### src/design/p1m_regs.vh
// Functional notes
// On the address variant, pin 0 drives address bit 20 when the address enable field is 1101 to 1111 in modes 4, 5 and 6 only.
// With its timer channel not in an output setting, a pin is a general input at direction 0 and a general output at 1; address output overrides this.
// In the timer input or reset setting the pin also feeds the channel capture input whatever the general direction; address output forces capture to 0.
// With its timer channel in an output setting and no address output selected, the pin carries the timer output and its direction bit is ignored.
// On the variant without an address bus the pins offer only general I/O, timer I/O and the two interrupt inputs.
// Software using pin 6 or pin 4 as interrupt input 1 or 0 gives that pin no other function at the same time.
// Pins 7, 5, 3 and 2 forward their level to the timer as external clocks D, C, B and A.
// The second port has four I/O bits that can also be serial interface pins and interrupt input 4.
// The second port has direction, output data, pin state and open-drain control registers.
// The second port behaves the same on both variants, with one implementation.
// A pin state read returns the output latch where direction is 1 and the live pin level where it is 0.
// The output data register holds the values driven on pins that are general outputs.
// Pin levels pass a two-stage synchronizer before being read or forwarded to timer or interrupt logic.
`ifndef P1M_REGS_VH
`define P1M_REGS_VH

// ==========================================================
// Register byte addresses
`define P1M_ADDR_P1_DIR 12'h000
`define P1M_ADDR_P1_DATA 12'h004
`define P1M_ADDR_P1_STATE 12'h008
`define P1M_ADDR_P2_DIR 12'h00c
`define P1M_ADDR_P2_DATA 12'h010
`define P1M_ADDR_P2_STATE 12'h014
`define P1M_ADDR_P2_ODR 12'h018
`define P1M_ADDR_AE_CTRL 12'h01c

// ==========================================================
// Reset values
`define P1M_RST_BYTE 8'h00
`define P1M_RST_NIB 4'h0
`define P1M_RST_AE 4'h0

// ==========================================================
// Address enable thresholds per low pin, and valid operating modes
`define P1M_AE_PIN0 4'hd
`define P1M_AE_PIN1 4'he
`define P1M_AE_PIN23 4'hf
`define P1M_MODE_LO 3'h4
`define P1M_MODE_HI 3'h6

// ==========================================================
// Bit positions of the second port pins inside its byte registers, and the address enable field width
`define P1M_P2_B0 0
`define P1M_P2_B1 1
`define P1M_P2_B2 2
`define P1M_P2_B3 6
`define P1M_AE_W 4

`endif

### src/design/p1m_sync.v
`default_nettype none

// ==========================================================
// Two-stage level synchronizer
module p1m_sync #(
    parameter W = 8
) (
    input wire core_clk_i,
    input wire rst_i,
    input wire [W-1:0] async_i,
    output wire [W-1:0] sync_o
);
    reg [W-1:0] meta_q;
    reg [W-1:0] sync_q;

    // First stage feeds only the second stage
    always @(posedge core_clk_i) begin
        if (rst_i) begin
            meta_q <= {W{1'b0}};
            sync_q <= {W{1'b0}};
        end else begin
            meta_q <= async_i;
            sync_q <= meta_q;
        end
    end

    assign sync_o = sync_q;
endmodule // p1m_sync

`default_nettype wire

### src/design/p1m_top.v
`include "p1m_regs.vh"
`default_nettype none

// ==========================================================
// Pin-function multiplexer for an 8-bit port and a 4-bit port
// First port pin n timer mapping: 0..3 ch0 a..d, 4/5 ch1 a/b, 6/7 ch2 a/b
module p1m_top #(
    parameter ADDR_VARIANT = 1,
    parameter EXT_INTERRUPT_IN_4_PIN = 2
) (
    input wire core_clk_i,
    input wire rst_i,
    // APB slave
    input wire psel_i,
    input wire penable_i,
    input wire pwrite_i,
    input wire [11:0] paddr_i,
    input wire [31:0] pwdata_i,
    output wire pready_o,
    output wire pslverr_o,
    output wire [31:0] prdata_o,
    // Operating mode of the device
    input wire [2:0] op_mode_i,
    // High address bits 23..20 from the bus controller
    input wire [3:0] addr_hi_i,
    // Timer unit: per first-port pin output setting and level
    input wire [7:0] tmr_out_en_i,
    input wire [7:0] tmr_out_i,
    output wire [7:0] tmr_capture_o,
    output wire ext_timer_clock_a_o,
    output wire ext_timer_clock_b_o,
    output wire ext_timer_clock_c_o,
    output wire ext_timer_clock_d_o,
    output wire ext_interrupt_in_0_o,
    output wire ext_interrupt_in_1_o,
    output wire ext_interrupt_in_4_o,
    // Serial interface: per second-port pin drive request
    input wire [3:0] sci_out_en_i,
    input wire [3:0] sci_out_i,
    output wire [3:0] sci_in_o,
    // First port pads
    input wire [7:0] p1_pin_i,
    output wire [7:0] p1_pin_o,
    output wire [7:0] p1_pin_oe_o,
    // Second port pads
    input wire [3:0] p2_pin_i,
    output wire [3:0] p2_pin_o,
    output wire [3:0] p2_pin_oe_o
);

    // ==========================================================
    // Registers
    reg [7:0] first_port_direction_q;
    reg [7:0] first_port_out_data_q;
    reg [3:0] second_port_direction_q;
    reg [3:0] second_port_out_data_q;
    reg [3:0] second_port_open_drain_q;
    reg [3:0] address_enable_field_q;
    reg [31:0] prdata_q;
    reg [31:0] prdata_d;
    reg [7:0] p1_pin_q;
    wire [7:0] p1_pin_d;
    reg [7:0] p1_oe_q;
    wire [7:0] p1_oe_d;
    reg [3:0] p2_pin_q;
    wire [3:0] p2_pin_d;
    reg [3:0] p2_oe_q;
    wire [3:0] p2_oe_d;
    reg addr_hit_d;

    wire [7:0] p1_sync;
    wire [3:0] p2_sync;
    wire [7:0] p1_state;
    wire [3:0] p2_state;
    wire [7:0] p2_data_byte;
    wire [7:0] p2_state_byte;
    wire [7:0] p2_odr_byte;
    wire [7:0] wbyte;
    wire [3:0] wnib;
    wire setup_ph;
    wire access_ph;
    wire wr_en;
    wire mode_ok;
    wire [3:0] addr_pin_en;

    // ==========================================================
    // Pin synchronizers
    p1m_sync #(
        .W(12)
    ) p1m_sync_i (
        .core_clk_i(core_clk_i),
        .rst_i(rst_i),
        .async_i({p2_pin_i, p1_pin_i}),
        .sync_o({p2_sync, p1_sync})
    );

    // ==========================================================
    // APB decode
    assign setup_ph = psel_i & ~penable_i;
    assign access_ph = psel_i & penable_i;
    assign wr_en = access_ph & pwrite_i & addr_hit_d;
    assign wbyte = pwdata_i[7:0];
    assign wnib = {wbyte[`P1M_P2_B3], wbyte[`P1M_P2_B2], wbyte[`P1M_P2_B1],
                   wbyte[`P1M_P2_B0]};

    // Zero wait state; read data was captured in the setup cycle
    assign pready_o = access_ph;
    assign pslverr_o = access_ph & ~addr_hit_d;
    assign prdata_o = prdata_q;

    always @* begin
        addr_hit_d = 1'b1;
        if (paddr_i == `P1M_ADDR_P1_DIR) begin
            addr_hit_d = 1'b1;
        end else if (paddr_i == `P1M_ADDR_P1_DATA) begin
            addr_hit_d = 1'b1;
        end else if (paddr_i == `P1M_ADDR_P1_STATE) begin
            addr_hit_d = 1'b1;
        end else if (paddr_i == `P1M_ADDR_P2_DIR) begin
            addr_hit_d = 1'b1;
        end else if (paddr_i == `P1M_ADDR_P2_DATA) begin
            addr_hit_d = 1'b1;
        end else if (paddr_i == `P1M_ADDR_P2_STATE) begin
            addr_hit_d = 1'b1;
        end else if (paddr_i == `P1M_ADDR_P2_ODR) begin
            addr_hit_d = 1'b1;
        end else if (paddr_i == `P1M_ADDR_AE_CTRL) begin
            addr_hit_d = 1'b1;
        end else begin
            addr_hit_d = 1'b0;
        end
    end

    // Byte views of the second port, reserved bits read zero
    assign p2_data_byte = {1'b0, second_port_out_data_q[3], 3'h0,
                           second_port_out_data_q[2:0]};
    assign p2_state_byte = {1'b0, p2_state[3], 3'h0, p2_state[2:0]};
    assign p2_odr_byte = {1'b0, second_port_open_drain_q[3], 3'h0,
                          second_port_open_drain_q[2:0]};

    // Direction registers are write-only and read back as zero
    always @* begin
        prdata_d = prdata_q;
        if (setup_ph) begin
            prdata_d = 32'h0000_0000;
            if (pwrite_i) begin
                prdata_d = 32'h0000_0000;
            end else if (paddr_i == `P1M_ADDR_P1_DATA) begin
                prdata_d[7:0] = first_port_out_data_q;
            end else if (paddr_i == `P1M_ADDR_P1_STATE) begin
                prdata_d[7:0] = p1_state;
            end else if (paddr_i == `P1M_ADDR_P2_DATA) begin
                prdata_d[7:0] = p2_data_byte;
            end else if (paddr_i == `P1M_ADDR_P2_STATE) begin
                prdata_d[7:0] = p2_state_byte;
            end else if (paddr_i == `P1M_ADDR_P2_ODR) begin
                prdata_d[7:0] = p2_odr_byte;
            end else if (paddr_i == `P1M_ADDR_AE_CTRL) begin
                prdata_d[`P1M_AE_W-1:0] = address_enable_field_q;
            end else begin
                prdata_d = 32'h0000_0000;
            end
        end
    end

    // ==========================================================
    // Register writes
    always @(posedge core_clk_i) begin
        if (rst_i) begin
            first_port_direction_q <= `P1M_RST_BYTE;
            first_port_out_data_q <= `P1M_RST_BYTE;
            second_port_direction_q <= `P1M_RST_NIB;
            second_port_out_data_q <= `P1M_RST_NIB;
            second_port_open_drain_q <= `P1M_RST_NIB;
            address_enable_field_q <= `P1M_RST_AE;
            prdata_q <= 32'h0000_0000;
        end else begin
            prdata_q <= prdata_d;
            if (wr_en) begin
                if (paddr_i == `P1M_ADDR_P1_DIR) begin
                    first_port_direction_q <= wbyte;
                end else if (paddr_i == `P1M_ADDR_P1_DATA) begin
                    first_port_out_data_q <= wbyte;
                end else if (paddr_i == `P1M_ADDR_P2_DIR) begin
                    second_port_direction_q <= wnib;
                end else if (paddr_i == `P1M_ADDR_P2_DATA) begin
                    second_port_out_data_q <= wnib;
                end else if (paddr_i == `P1M_ADDR_P2_ODR) begin
                    second_port_open_drain_q <= wnib;
                end else if (paddr_i == `P1M_ADDR_AE_CTRL) begin
                    address_enable_field_q <= wpart_ae(pwdata_i);
                end
            end
        end
    end

    function [`P1M_AE_W-1:0] wpart_ae;
        input [31:0] d;
        begin
            wpart_ae = d[`P1M_AE_W-1:0];
        end
    endfunction

    // ==========================================================
    // Address output enables for the low four pins
    // A zero-valued variant parameter strips the address path entirely
    assign mode_ok = (op_mode_i >= `P1M_MODE_LO) && (op_mode_i <= `P1M_MODE_HI);
    assign addr_pin_en[0] = (ADDR_VARIANT != 0) && mode_ok &&
                            (address_enable_field_q >= `P1M_AE_PIN0);
    assign addr_pin_en[1] = (ADDR_VARIANT != 0) && mode_ok &&
                            (address_enable_field_q >= `P1M_AE_PIN1);
    assign addr_pin_en[2] = (ADDR_VARIANT != 0) && mode_ok &&
                            (address_enable_field_q == `P1M_AE_PIN23);
    assign addr_pin_en[3] = addr_pin_en[2];

    // ==========================================================
    // First port per-pin function select
    genvar gi;
    generate
        for (gi = 0; gi < 8; gi = gi + 1) begin : g_p1
            wire is_addr;
            wire addr_bit;
            reg lvl;
            reg drv;
            // Upper pins have no address line, so nothing selects past the top address bit
            if (gi < 4) begin : g_lo
                assign is_addr = addr_pin_en[gi];
                assign addr_bit = addr_hi_i[gi];
            end else begin : g_hi
                assign is_addr = 1'b0;
                assign addr_bit = 1'b0;
            end

            always @* begin
                if (is_addr) begin
                    lvl = addr_bit;
                    drv = 1'b1;
                end else if (tmr_out_en_i[gi]) begin
                    lvl = tmr_out_i[gi];
                    drv = 1'b1;
                end else begin
                    lvl = first_port_out_data_q[gi];
                    drv = first_port_direction_q[gi];
                end
            end
            // One driver per bit keeps the pad vectors single-sourced
            assign p1_pin_d[gi] = lvl;
            assign p1_oe_d[gi] = drv;

            // Capture is fed in the input or reset setting, either direction, unless the pin outputs an address bit
            assign tmr_capture_o[gi] = p1_sync[gi] & ~tmr_out_en_i[gi] & ~is_addr;
            assign p1_state[gi] = first_port_direction_q[gi] ?
                                  first_port_out_data_q[gi] : p1_sync[gi];
        end
    endgenerate

    // External clocks and interrupts see the synchronized level only
    assign ext_timer_clock_a_o = p1_sync[2];
    assign ext_timer_clock_b_o = p1_sync[3];
    assign ext_timer_clock_c_o = p1_sync[5];
    assign ext_timer_clock_d_o = p1_sync[7];
    // Exclusive use of these pins is left to software
    assign ext_interrupt_in_0_o = p1_sync[4];
    assign ext_interrupt_in_1_o = p1_sync[6];

    // ==========================================================
    // Second port, identical for both variants
    generate
        for (gi = 0; gi < 4; gi = gi + 1) begin : g_p2
            reg lvl;
            reg drv;
            always @* begin
                if (sci_out_en_i[gi]) begin
                    lvl = sci_out_i[gi];
                end else begin
                    lvl = second_port_out_data_q[gi];
                end
                // Open drain releases the pin instead of driving high
                drv = (sci_out_en_i[gi] | second_port_direction_q[gi]) &
                      ~(second_port_open_drain_q[gi] & lvl);
            end
            assign p2_pin_d[gi] = lvl;
            assign p2_oe_d[gi] = drv;
            assign p2_state[gi] = second_port_direction_q[gi] ?
                                  second_port_out_data_q[gi] : p2_sync[gi];
        end
    endgenerate

    assign sci_in_o = p2_sync;
    assign ext_interrupt_in_4_o = p2_sync[EXT_INTERRUPT_IN_4_PIN];

    // ==========================================================
    // Registered pad drive
    always @(posedge core_clk_i) begin
        if (rst_i) begin
            p1_pin_q <= `P1M_RST_BYTE;
            p1_oe_q <= `P1M_RST_BYTE;
            p2_pin_q <= `P1M_RST_NIB;
            p2_oe_q <= `P1M_RST_NIB;
        end else begin
            p1_pin_q <= p1_pin_d;
            p1_oe_q <= p1_oe_d;
            p2_pin_q <= p2_pin_d;
            p2_oe_q <= p2_oe_d;
        end
    end

    assign p1_pin_o = p1_pin_q;
    assign p1_pin_oe_o = p1_oe_q;
    assign p2_pin_o = p2_pin_q;
    assign p2_pin_oe_o = p2_oe_q;

endmodule // p1m_top

`default_nettype wire

### config.mk
export PLATFORM = sky130hd
export DESIGN_NAME = p1m_top
export DESIGN_NICKNAME = d
export VERILOG_FILES = /design/src/design/p1m_sync.v /design/src/design/p1m_top.v
export VERILOG_INCLUDE_DIRS = /design/src /design/src/design
export SDC_FILE = /design/constraint.sdc
export NUM_CORES = 1
export LEC_CHECK = 0
export BUFFER_PORTS_ARGS = -buffer_cell sky130_fd_sc_hd__buf_2
export CORE_MARGIN = 5
export CORE_UTILIZATION = 44
export CTS_BUF_LIST = sky130_fd_sc_hd__clkbuf_8
export CTS_CLUSTER_SIZE = 40
export DETAILED_ROUTE_END_ITERATION = 12
export PLACE_DENSITY = 0.78
export SLEW_MARGIN = 15
export SYNTH_ARGS = -nofsm -noshare
export SYNTH_HDL_FRONTEND = slang
export SYNTH_SLANG_ARGS = --single-unit
### constraint.sdc
create_clock -name core_clk_i -period 2.26 [get_ports core_clk_i]
set_clock_uncertainty 0.2 [all_clocks]
set_input_delay 0.339 -clock core_clk_i [delete_from_list [all_inputs] [get_ports core_clk_i]]
set_output_delay 0.339 -clock core_clk_i [all_outputs]
set_load 0.03 [all_outputs]
==> results of run 1 <==
-- cell usage after synthesis, types with 2 or more instances --
| master | instances |
|---|---|
| a21oi_1 | 27 |
| nor2_1 | 34 |
| a31oi_1 | 3 |
| a221o_1 | 3 |
| nand3_1 | 24 |
| nor3_1 | 7 |
| o21ai_0 | 19 |
| or2_2 | 2 |
| dfxtp_1 | 88 |
| inv_1 | 4 |
| nand2_1 | 19 |
| or4_1 | 3 |
| mux2i_1 | 35 |
| buf_1 | 2 |
| a211oi_1 | 2 |
| o2111ai_1 | 3 |
| nand4_1 | 3 |
| and2_1 | 5 |
| nor3b_1 | 3 |
| nand2b_1 | 23 |
| a41oi_1 | 3 |
| buf_2 | 3 |
| o21ai_1 | 8 |
| buf_4 | 25 |
| clkbuf_1 | 14 |
| nor2b_1 | 36 |
| and3_1 | 2 |
| nor4_4 | 3 |
| mux2_2 | 6 |
| nor3_2 | 2 |
-- sequential cells by signal (all words and copies together) (netlist names) --
register                  cells
p2_pin_o                      4
p1_pin_oe_o                   8
second_port_direction_q       4
p2_pin_oe_o                   4
p1_pin_o                      8
second_port_open_drain_q      4
first_port_direction_q        8
p1m_sync_i.sync_o            12
address_enable_field_q        4
first_port_out_data_q         8
p1m_sync_i.meta_q            12
second_port_out_data_q        4
prdata_o                      8
-- power by group --
part	leakage, nW	total, mW	switching (mW)	internal (mW)
combinational	1.40	0.426	0.272	0.154
clock	0.111	1.11	0.543	0.570
sequential	0.719	1.60	0.0121	1.59
total	2.23	3.14	0.827	2.31
-- cells by family (layout without fill, tap and decap cells) --
logic type | count (synthesis) | in the layout
buffers and inverters | 49 | 179
DFF | 88 | 88
and+or+nand+nor | 173 | 173
AOI/OAI and AO/OA | 76 | 76
muxes | 41 | 41
other | 1 | 24
-- path summary, 6_finish.rpt --
kind	cells after the start	slack, ps	startpoint	end
min reg2reg	1	240	p1m_sync_i.meta_q[4]	p1m_sync_i.sync_o[4]
max reg2reg	4	680	first_port_out_data_q[3]	prdata_o[3]
min	3	30	addr_hi_i[0]	p1_pin_o[0]
max	5	140	address_enable_field_q[2]	tmr_capture_o[0]
-- routing by layer --
| layer | GRT usage | vias up |
|---|---|---|
| met2 | 0.314 | 148 |
| met5 | 0 | - |
| li1 | - | 1740 |
| met1 | 0.256 | 1628 |
| met3 | 0.0571 | 7 |
| met4 | 0.0481 | 0 |
-- layout by cell type, fill, tap and decap left out, types with 5 or more instances in the layout --
cell,count
conb_1,24
dlygate4sd3_1,12
nand3_1,24
nor2b_1,36
a21oi_1,27
nor2_1,34
buf_2,120
mux2i_1,35
dfxtp_1,88
o21ai_0,19
nand2_1,19
o21ai_1,8
clkbuf_8,11
inv_1,5
nand2b_1,23
mux2_2,6
nor3_1,7
and2_1,5
buf_4,26
-- worst max-delay path, delay by kind of cell (launching register included) --
| family | cells | cell delay [ps] |
|---|---|---|
| DFF | 1 | 350 |
| buffers and inverters | 1 | 170 |
| and+or+nand+nor | 2 | 220 |
| AOI/OAI and AO/OA | 2 | 480 |
-- metrics by stage --
| step | setup WS (ps) | cell area, µm² | std cells | util | total power [mW] |
|---|---|---|---|---|---|
| after detailed placement | -47.8 | 4680 | 661 | 0.537 | 2.05 |
| after global placement | -0.0149 | 4680 | 661 | 0.537 | 2.04 |
| after floorplan | 103 | 4010 | 451 | - | 1.92 |
| after global routing | 45.0 | 5020 | 689 | 0.575 | 3.28 |
| final | 141 | 5020 | 689 | 0.575 | 3.14 |
| after CTS | 0.378 | 5010 | 689 | 0.575 | 3.18 |
-- area by class of cell --
class,instances,area [µm²],share of cell area
clock buffers,11,151,0.0302
clock inverters,5,56.3,0.0112
inverters,4,15.0,0.00299
multi-input cells,314,1960,0.391
flip-flops and latches,88,1760,0.351
well taps,108,135,0.0269
repair buffers,159,936,0.187
-- timing repair --
item / 4_1_cts / 5_1_grt
pin swaps: 0 / 1
buffers inserted: 0 / 0
endpoints found under the setup margin: 2 / 2
hold buffers: 12 / 0
hold endpoints to repair: 12 / 0
resized for setup: 1 / 2
==> summary.md, run 1 <==
| Metric | Value |
|---|---|
| Status | `finished, final reports clean` |
| Wire per inst | `about 16 µm` |
| Critical path fanouts, max | `4` |
| Area growth from synthesis to layout | `28.0%` |
| DRT Pass-1 Iters | `4` |
| Post-route ant nets | `0` |
| Port bufs | `120` |
| # rows | `34` |
| Worst EP arrival | `between 1500 and 2000 ps` |
| Ys async rst share | `0` |
| Core box area | `8720 µm²` |
| Slew Limit Fails | `0` |
| Met3 wire len | `998 µm` |
| Slew @ Worst Pin | `633 ps` |
| Initial core utilization | `0.450` |
| Via-to-Cell Ratio | `5.11` |
| #FFs+latches synth | `88` |
| DIE WIDTH | `104 µm` |
| Number of synthesis warnings | `0` |
| Slew Limit Headroom | `0.567` |
| Crit path launch type | `flop` |
| Share of layout cells above drive strength 1 | `0.312` |
| Post-synthesis mux area share | `0.107` |
| Met2 WL | `about 5.1 mm` |
| CTS clk-pin slew, worst paths | `90 ps` |
| Worst-skew pair later-pin latency | `350 ps` |
| First-pass GRT wire length | `17.4 mm` |
| Max-cap violations | `0` |
| Pwr dens | `626 nW/µm²` |
| Number of global-route vias before repair | `roughly 3400` |
| Die area | `approximately 11000 µm²` |
| Layout filler cell count | `roughly 810` |
| DRT met1 WL | `roughly 4.6 mm` |
| Die height | `between 100 and 150 µm` |
| CTS Root Cell | `clkbuf_8` |
| EDFF count, synth | `0` |
| Mean Syn Cell Area | `between 9 and 10 µm²` |
| TritonCTS Buffers | `9` |
| Residual DRC | `0` |
| CTS Buffer Depth | `2` |
| Synth Area in Adders | `0` |
| Synth Area in Compound Gates | `0.116` |
| I/O Pins | `169` |
| Top FF cell, synth | `dfxtp_1` |
| Final GP Congestion | `0.826` |
| Static Leak | `2.23 nW` |
| Antenna violations before repair | `0` |
| Largest family of logic cells by synthesized area | `simple AND/OR/NAND/NOR gates` |
| Total track usage | `0.195` |
| Drt total wl | `around 11 mm` |
| Synth Instances | `428` |
| CP max-delay cell | `dfxtp_1` |
| Final Critical Period | `2120 ps` |
| RSZ-0062 raised after global routing | `false` |
| Fmax achieved | `0.472 GHz` |
| Synth area leader | `dfxtp_1` |
| Post-layout nets | `668` |
| Crit end category | `primary output` |
| Grt total ovfl | `0` |
| CP max stage delay | `350 ps` |
| Yosys cell types | `47` |
| DP HPWL | `just over 8 mm` |
| Worst min path class | `input pin to flop` |
| Ranking of synthesized cells by area | `dfxtp_1 (45%), mux2i_1 (8.9%), nor2b_1 (5.7%)` |
| Post-synthesis simple-gate area fraction | `0.254` |
| XOR/XNOR Fraction of Synth Area | `0` |
| Final Hold Viols | `0` |
| Maximum vdd drop | `0.474 mV` |
| Worst slack on hold paths | `26.0 ps` |
| Vias | `3523` |
| Iter 0 DRT Violations | `237` |
| Critical-path cell list | `a21boi_2, o211a_1, nor2_1, and2_1, buf_2` |
| Largest net degree at the start of global routing | `50` |
| CTS tree | `done` |
| Highest metal used | `met4` |
| Ant. Diodes | `0` |
| Post-Syn Area | `roughly 4000 µm²` |
| Setup TNS after final layout | `0 ps` |
| Critical path class | `flop to primary output` |
| CP required | `1720 ps` |
| Clock sinks | `88` |
| Tcrit/Tclk final | `0.938` |
| Final Setup Violations | `0` |
| Share of the synthesized area in the top cell type | `0.449` |
| Register area share after synthesis | `0.449` |
| Number of H-tree levels | `3` |
(Power assumes the default switching activity.)
==> run 2: changes to the inputs <==
CORE_UTILIZATION = 53   (was 44)
PLACE_DENSITY = 0.88   (was 0.78)
clock period = 2.5 ns   (was 2.26 ns; I/O delays follow)
==> summary.md, run 2 (synthesis gave the netlist of run 1 again) <==
| Metric | Value |
|---|---|
| Port bufs | `120 (unchanged)` |
| DP HPWL | `8.12 mm (was 8.28 mm)` |
| Maximum vdd drop | `0.367 mV (was 0.474 mV)` |
| I/O Pins | `169 (unchanged)` |
| Met2 GRT Util | `0.378 (was 0.314)` |
| CTS clk-pin slew, worst paths | `90 ps (about the same)` |
| First-pass GRT wire length | `16.6 mm (was 17.4 mm)` |
| Drt total wl | `10.7 mm (was 10.8 mm)` |
| Post-Place Worst Slack | `132 ps (was -47.8 ps)` |
| DIE WIDTH | `96.0 µm (was 104 µm)` |
| DRT Pass-1 Iters | `4 (unchanged)` |
| Worst-skew pair later-pin latency | `350 ps (about the same)` |
| Slew Limit Fails | `0 (unchanged)` |
| Final Non-Filler Cells | `659 (was 689)` |
| Static Leak | `2.14 nW (was 2.23 nW)` |
| Core box area | `7210 µm² (was 8720 µm²)` |
| Crit end category | `primary output (unchanged)` |
| GRT busiest layer | `met2 (unchanged)` |
| Slew @ Worst Pin | `552 ps (was 633 ps)` |
| Critical path fanouts, max | `4 (unchanged)` |
| Vias | `3477 (was 3523)` |
| Setup WS post-layout | `239 ps (was 141 ps)` |
| Most common cell after layout, fill and taps aside | `buf_2 (unchanged)` |
| Number of H-tree levels | `3 (unchanged)` |
| Max-cap violations | `0 (unchanged)` |
| Most frequent cells in the layout | `buf_2 (120), dfxtp_1 (88), nor2b_1 (36) (unchanged)` |
| Reg2reg setup slack | `960 ps (was 680 ps)` |
| Ant. Diodes | `0 (unchanged)` |
| Tcrit/Tclk final | `0.904` |
| Largest net degree at the start of global routing | `50 (unchanged)` |
| Slew Limit Headroom | `0.623 (was 0.567)` |
| Critical path class | `flop to primary output (unchanged)` |
| Post-layout nets | `647 (was 668)` |
| Die area | `9220 µm² (was 10900 µm²)` |
| Worst slack on hold paths | `22.6 ps (was 26.0 ps)` |
| Number of global-route vias before repair | `3350 (was 3404)` |
| Iter 0 DRT Violations | `303 (was 237)` |
| Total track usage | `0.233 (was 0.195)` |
| Die height | `96.0 µm (was 104 µm)` |
| Dpl cells | `643 (was 661)` |
| Postcts setup bufs | `0 (unchanged)` |
| Status | `finished, final reports clean (unchanged)` |
| Share of layout cells above drive strength 1 | `0.305 (was 0.312)` |
| Initial core utilization | `0.544 (was 0.450)` |
| Final Hold Viols | `0 (unchanged)` |
| Grt total ovfl | `0 (unchanged)` |
| CP required | `1920 ps (was 1720 ps)` |
| CTS tree | `done (unchanged)` |
| CTS Root Cell | `clkbuf_8 (unchanged)` |
| Fmax achieved | `0.442 GHz` |
| Residual DRC | `0 (unchanged)` |
| RSZ-0062 raised after global routing | `false (unchanged)` |
| Post-route ant nets | `0 (unchanged)` |
| Final Critical Period | `~2300 ps` |
| Pwr dens | `604 nW/µm² (was 626 nW/µm²)` |
| Area growth from synthesis to layout | `23.2% (was 28.0%)` |
| Final GP Congestion | `0.891 (was 0.826)` |
| Worst EP arrival | `1690 ps (was 1580 ps)` |
| Via-to-Cell Ratio | `5.28 (was 5.11)` |
| Final Setup Violations | `0 (unchanged)` |
| Post-Route Utilization | `0.670 (was 0.575)` |
| Worst min path class | `input pin to flop (unchanged)` |
| Hold Buf Count CTS | `0 (was 12)` |
| Met1 Usage GRT | `0.305 (was 0.256)` |
| Antenna violations before repair | `0 (unchanged)` |
| Crit path launch type | `flop (unchanged)` |
| Wire per inst | `16.2 µm (was 15.6 µm)` |
| TritonCTS Buffers | `9 (unchanged)` |
| M3 GR Usage | `0.0532 (was 0.0571)` |
| # rows | `31 (was 34)` |
| Clock sinks | `88 (unchanged)` |
| Post-CTS sizing | `0 (was 1)` |
| CTS Buffer Depth | `2 (unchanged)` |
| Setup TNS after final layout | `0 ps (unchanged)` |
-- run 2: cell count changes in the layout (fill, tap and decap cells not counted), moves of 2 or more --
cell and delta:
clkinv_4 -2, buf_4 -9, dlygate4sd3_1 -12, clkbuf_8 -2
inv_6 +2
-- run 2: final timing paths --
kind / depth (start not counted) / end / startpoint
setup / recovery: 5 / tmr_capture_o[1] / address_enable_field_q[2]
hold / removal: 2 / p1m_sync_i.meta_q[2] / p1_pin_i[2]
setup reg to reg: 4 / p1_pin_o[1] / address_enable_field_q[2]
hold reg to reg: 1 / p1m_sync_i.sync_o[8] / p1m_sync_i.meta_q[8]
-- run 2: layout make-up --
cell class	instances	area [µm²]
timing repair buffer	138	748
tap	99	124
sequential	88	1760
inverter	4	15.0
multi-input combinational	314	1960
clock inverter	7	101
fill	627	2380
clock buffer	9	124
-- run 2: critical path, stage by stage, from the launching register on --
cell and delay (ps):
dfxtp_1 350, a21boi_1 260, and3_1 320, nor2_1 80, and2_1 150, buf_2 170
-- run 2: metal layers --
metal  vias up  wire length, µm
li1       1706                -
met1      1610             4480
met2       142             5140
met3        19              884
met4         0              178
met5         -                0
-- run 2: metrics by stage --
stage	instance area (µm²)	power, mW
final	4830	2.92
after global routing	4830	3.04
after CTS	4830	2.94
after detailed placement	4610	1.84
after global placement	4610	1.83
after floorplan	4010	1.73
-- run 2: power breakdown --
part | total [mW] | switching (mW) | leakage, nW | internal [mW]
clock network | 1.11 | 0.531 | 0.112 | 0.575
registers | 1.45 | 0.0108 | 0.719 | 1.44
logic | 0.362 | 0.242 | 1.31 | 0.120
==> run 3: changes to the inputs <==
CELL_PAD_IN_SITES_DETAIL_PLACEMENT = 0   (was not set)
CELL_PAD_IN_SITES_GLOBAL_PLACEMENT = 1   (was not set)
CORE_UTILIZATION = 38   (was 53)
PLACE_DENSITY = 0.87   (was 0.88)
==> summary.md, run 3 (synthesis gave the netlist of run 1 again) <==
| Metric | Value |
|---|---|
| Tcrit/Tclk final | `0.947 (was 0.904)` |
| Max-cap violations | `0 (unchanged)` |
| Hold Path Depth | `2 (unchanged)` |
| Largest net degree at the start of global routing | `65 (was 50)` |
| # rows | `37 (was 31)` |
| Critical path fanouts, max | `4 (unchanged)` |
| Pwr dens | `578 nW/µm² (was 604 nW/µm²)` |
| RSZ-0062 raised after global routing | `false (unchanged)` |
| Final Hold Viols | `0 (unchanged)` |
| CTS clk-pin slew, worst paths | `90 ps (about the same)` |
| Cell family with most CP delay | `simple AND/OR/NAND/NOR gates (unchanged)` |
| CTS Root Cell | `clkbuf_8 (unchanged)` |
| Antenna violations before repair | `0 (unchanged)` |
| Final GP Congestion | `0.883 (was 0.891)` |
| Die height | `112 µm (was 96.0 µm)` |
| Via-to-Cell Ratio | `4.93 (was 5.28)` |
| Slew @ Worst Pin | `512 ps (was 552 ps)` |
| Port bufs | `120 (unchanged)` |
| Grt total ovfl | `0 (unchanged)` |
| CTS tree | `done (unchanged)` |
| DP HPWL | `8.38 mm (was 8.12 mm)` |
| Fmax achieved | `0.423 GHz (was 0.442 GHz)` |
| Switching Fraction | `0.283 (was 0.269)` |
| Slew Limit Headroom | `0.655 (was 0.623)` |
| Layout filler cell count | `1049 (was 627)` |
| Most common cell after layout, fill and taps aside | `buf_2 (unchanged)` |
| Core box area | `10200 µm² (was 7210 µm²)` |
| Final Critical Period | `2370 ps (was 2260 ps)` |
| Die area | `12500 µm² (was 9220 µm²)` |
| Crit end category | `primary output (unchanged)` |
| Worst-skew pair later-pin latency | `380 ps (was 350 ps)` |
| Worst EP arrival | `1790 ps (was 1690 ps)` |
| NetSw | `804 µW (was 784 µW)` |
| Post-route ant nets | `0 (unchanged)` |
| Ant. Diodes | `0 (unchanged)` |
| DRT Pass-1 Iters | `4 (unchanged)` |
| Int Pwr | `2.04 mW (was 2.13 mW)` |
| R2R cell count | `4 (unchanged)` |
| Residual DRC | `0 (unchanged)` |
| Status | `finished, final reports clean (unchanged)` |
| Number of global-route vias before repair | `3331 (was 3350)` |
| Initial core utilization | `0.385 (was 0.544)` |
| Post-layout nets | `654 (was 647)` |
| Iter 0 DRT Violations | `120 (was 303)` |
| Sequential Power Share | `0.509 (was 0.496)` |
| Number of H-tree levels | `3 (unchanged)` |
| Combinational fraction of design power | `0.130 (was 0.124)` |
| Clock sinks | `88 (unchanged)` |
| TritonCTS Buffers | `9 (unchanged)` |
| I/O Pins | `169 (unchanged)` |
| Final Setup Violations | `0 (unchanged)` |
| Drt total wl | `11.2 mm (was 10.7 mm)` |
| DIE WIDTH | `112 µm (was 96.0 µm)` |
| Total track usage | `0.176 (was 0.233)` |
| Most frequent cells in the layout | `buf_2 (120), dfxtp_1 (88), nor2b_1 (36) (unchanged)` |
| CP max stage delay | `370 ps (was 350 ps)` |
| Tot Pwr | `2.84 mW (was 2.92 mW)` |
| CP max-delay cell | `dfxtp_1 (unchanged)` |
| Vias | `3463 (was 3477)` |
| CP required | `1920 ps (about the same)` |
| CTS Buffer Depth | `2 (unchanged)` |
| Slew Limit Fails | `0 (unchanged)` |
| First-pass GRT wire length | `17.5 mm (was 16.6 mm)` |
| Wire per inst | `16.0 µm (was 16.2 µm)` |
| Critical-path cell list | `a21boi_1, and3_1, nor2_1, and2_1, buf_2 (unchanged)` |
| CP bufs+invs | `1 (unchanged)` |
| Worst min path class | `input pin to flop (unchanged)` |
| Worst path depth | `5 (unchanged)` |
| Share of layout cells above drive strength 1 | `0.309 (was 0.305)` |
| Maximum vdd drop | `0.259 mV (was 0.367 mV)` |
| Clock power frac | `0.361 (was 0.379)` |
| Area growth from synthesis to layout | `25.3% (was 23.2%)` |
| Crit path launch type | `flop (unchanged)` |
| Static Leak | `2.16 nW (was 2.14 nW)` |
| Setup TNS after final layout | `0 ps (unchanged)` |
| Critical path class | `flop to primary output (unchanged)` |
[run 3: power groups by stage]
stage	clock network [mW]	registers (mW)	logic, mW
after global routing	1.12	1.45	0.397
final	1.02	1.45	0.369
after global placement	0	1.48	0.361
after CTS	1.05	1.45	0.368
after floorplan	0	1.53	0.203
after detailed placement	0	1.48	0.364
[run 3: path summary, 6_finish.rpt]
check	slack (ps)	start	end
setup reg to reg	900	first_port_out_data_q[3]	prdata_o[3]
hold reg to reg	240	p1m_sync_i.meta_q[11]	p1m_sync_i.sync_o[11]
hold / removal	7	p1_pin_i[2]	p1m_sync_i.meta_q[2]
setup / recovery	130	address_enable_field_q[2]	tmr_capture_o[1]
[run 3: cell type report]
type	count	area [µm²]	area share
sequential	88	1760	0.358
timing repair buffer	145	808	0.164
multi-input combinational	314	1960	0.398
clock buffer	9	124	0.0252
inverter	4	15.0	0.00305
tap	136	170	0.0346
clock inverter	7	78.8	0.0160
[run 3: worst register-to-register path, stage by stage (launching register included)]
cell and delay [ps]:
dfxtp_1 380, mux2i_1 120, o311ai_0 470, nand4b_1 180, o21ai_0 170
[run 3: through the flow]
stage	hold slack (ps)	cell area, µm²	worst slack [ps]	cells	utilization
after floorplan	214	4010	307	451	-
after CTS	1.72	4900	3.64	702	0.482
final	7.14	4910	133	703	0.483
after global routing	10.4	4910	60.8	703	0.483
after global placement	218	4680	119	684	0.460
after detailed placement	225	4680	116	684	0.460
[run 3: timing repair]
| item | 4_1_cts | 5_1_grt |
|---|---|---|
| setup endpoints to repair | 0 | 2 |
| hold buffers | 2 | 1 |
| gates resized for setup | 0 | 1 |
| hold endpoints to repair | 2 | 1 |
| setup buffers | 0 | 0 |
[run 3: routing by layer]
| layer | part of all wire | global-route usage |
|---|---|---|
| met5 | 0 | 0 |
| met4 | 0.016 | 0.0633 |
| met3 | 0.075 | 0.0489 |
| met2 | 0.46 | 0.279 |
| met1 | 0.45 | 0.231 |
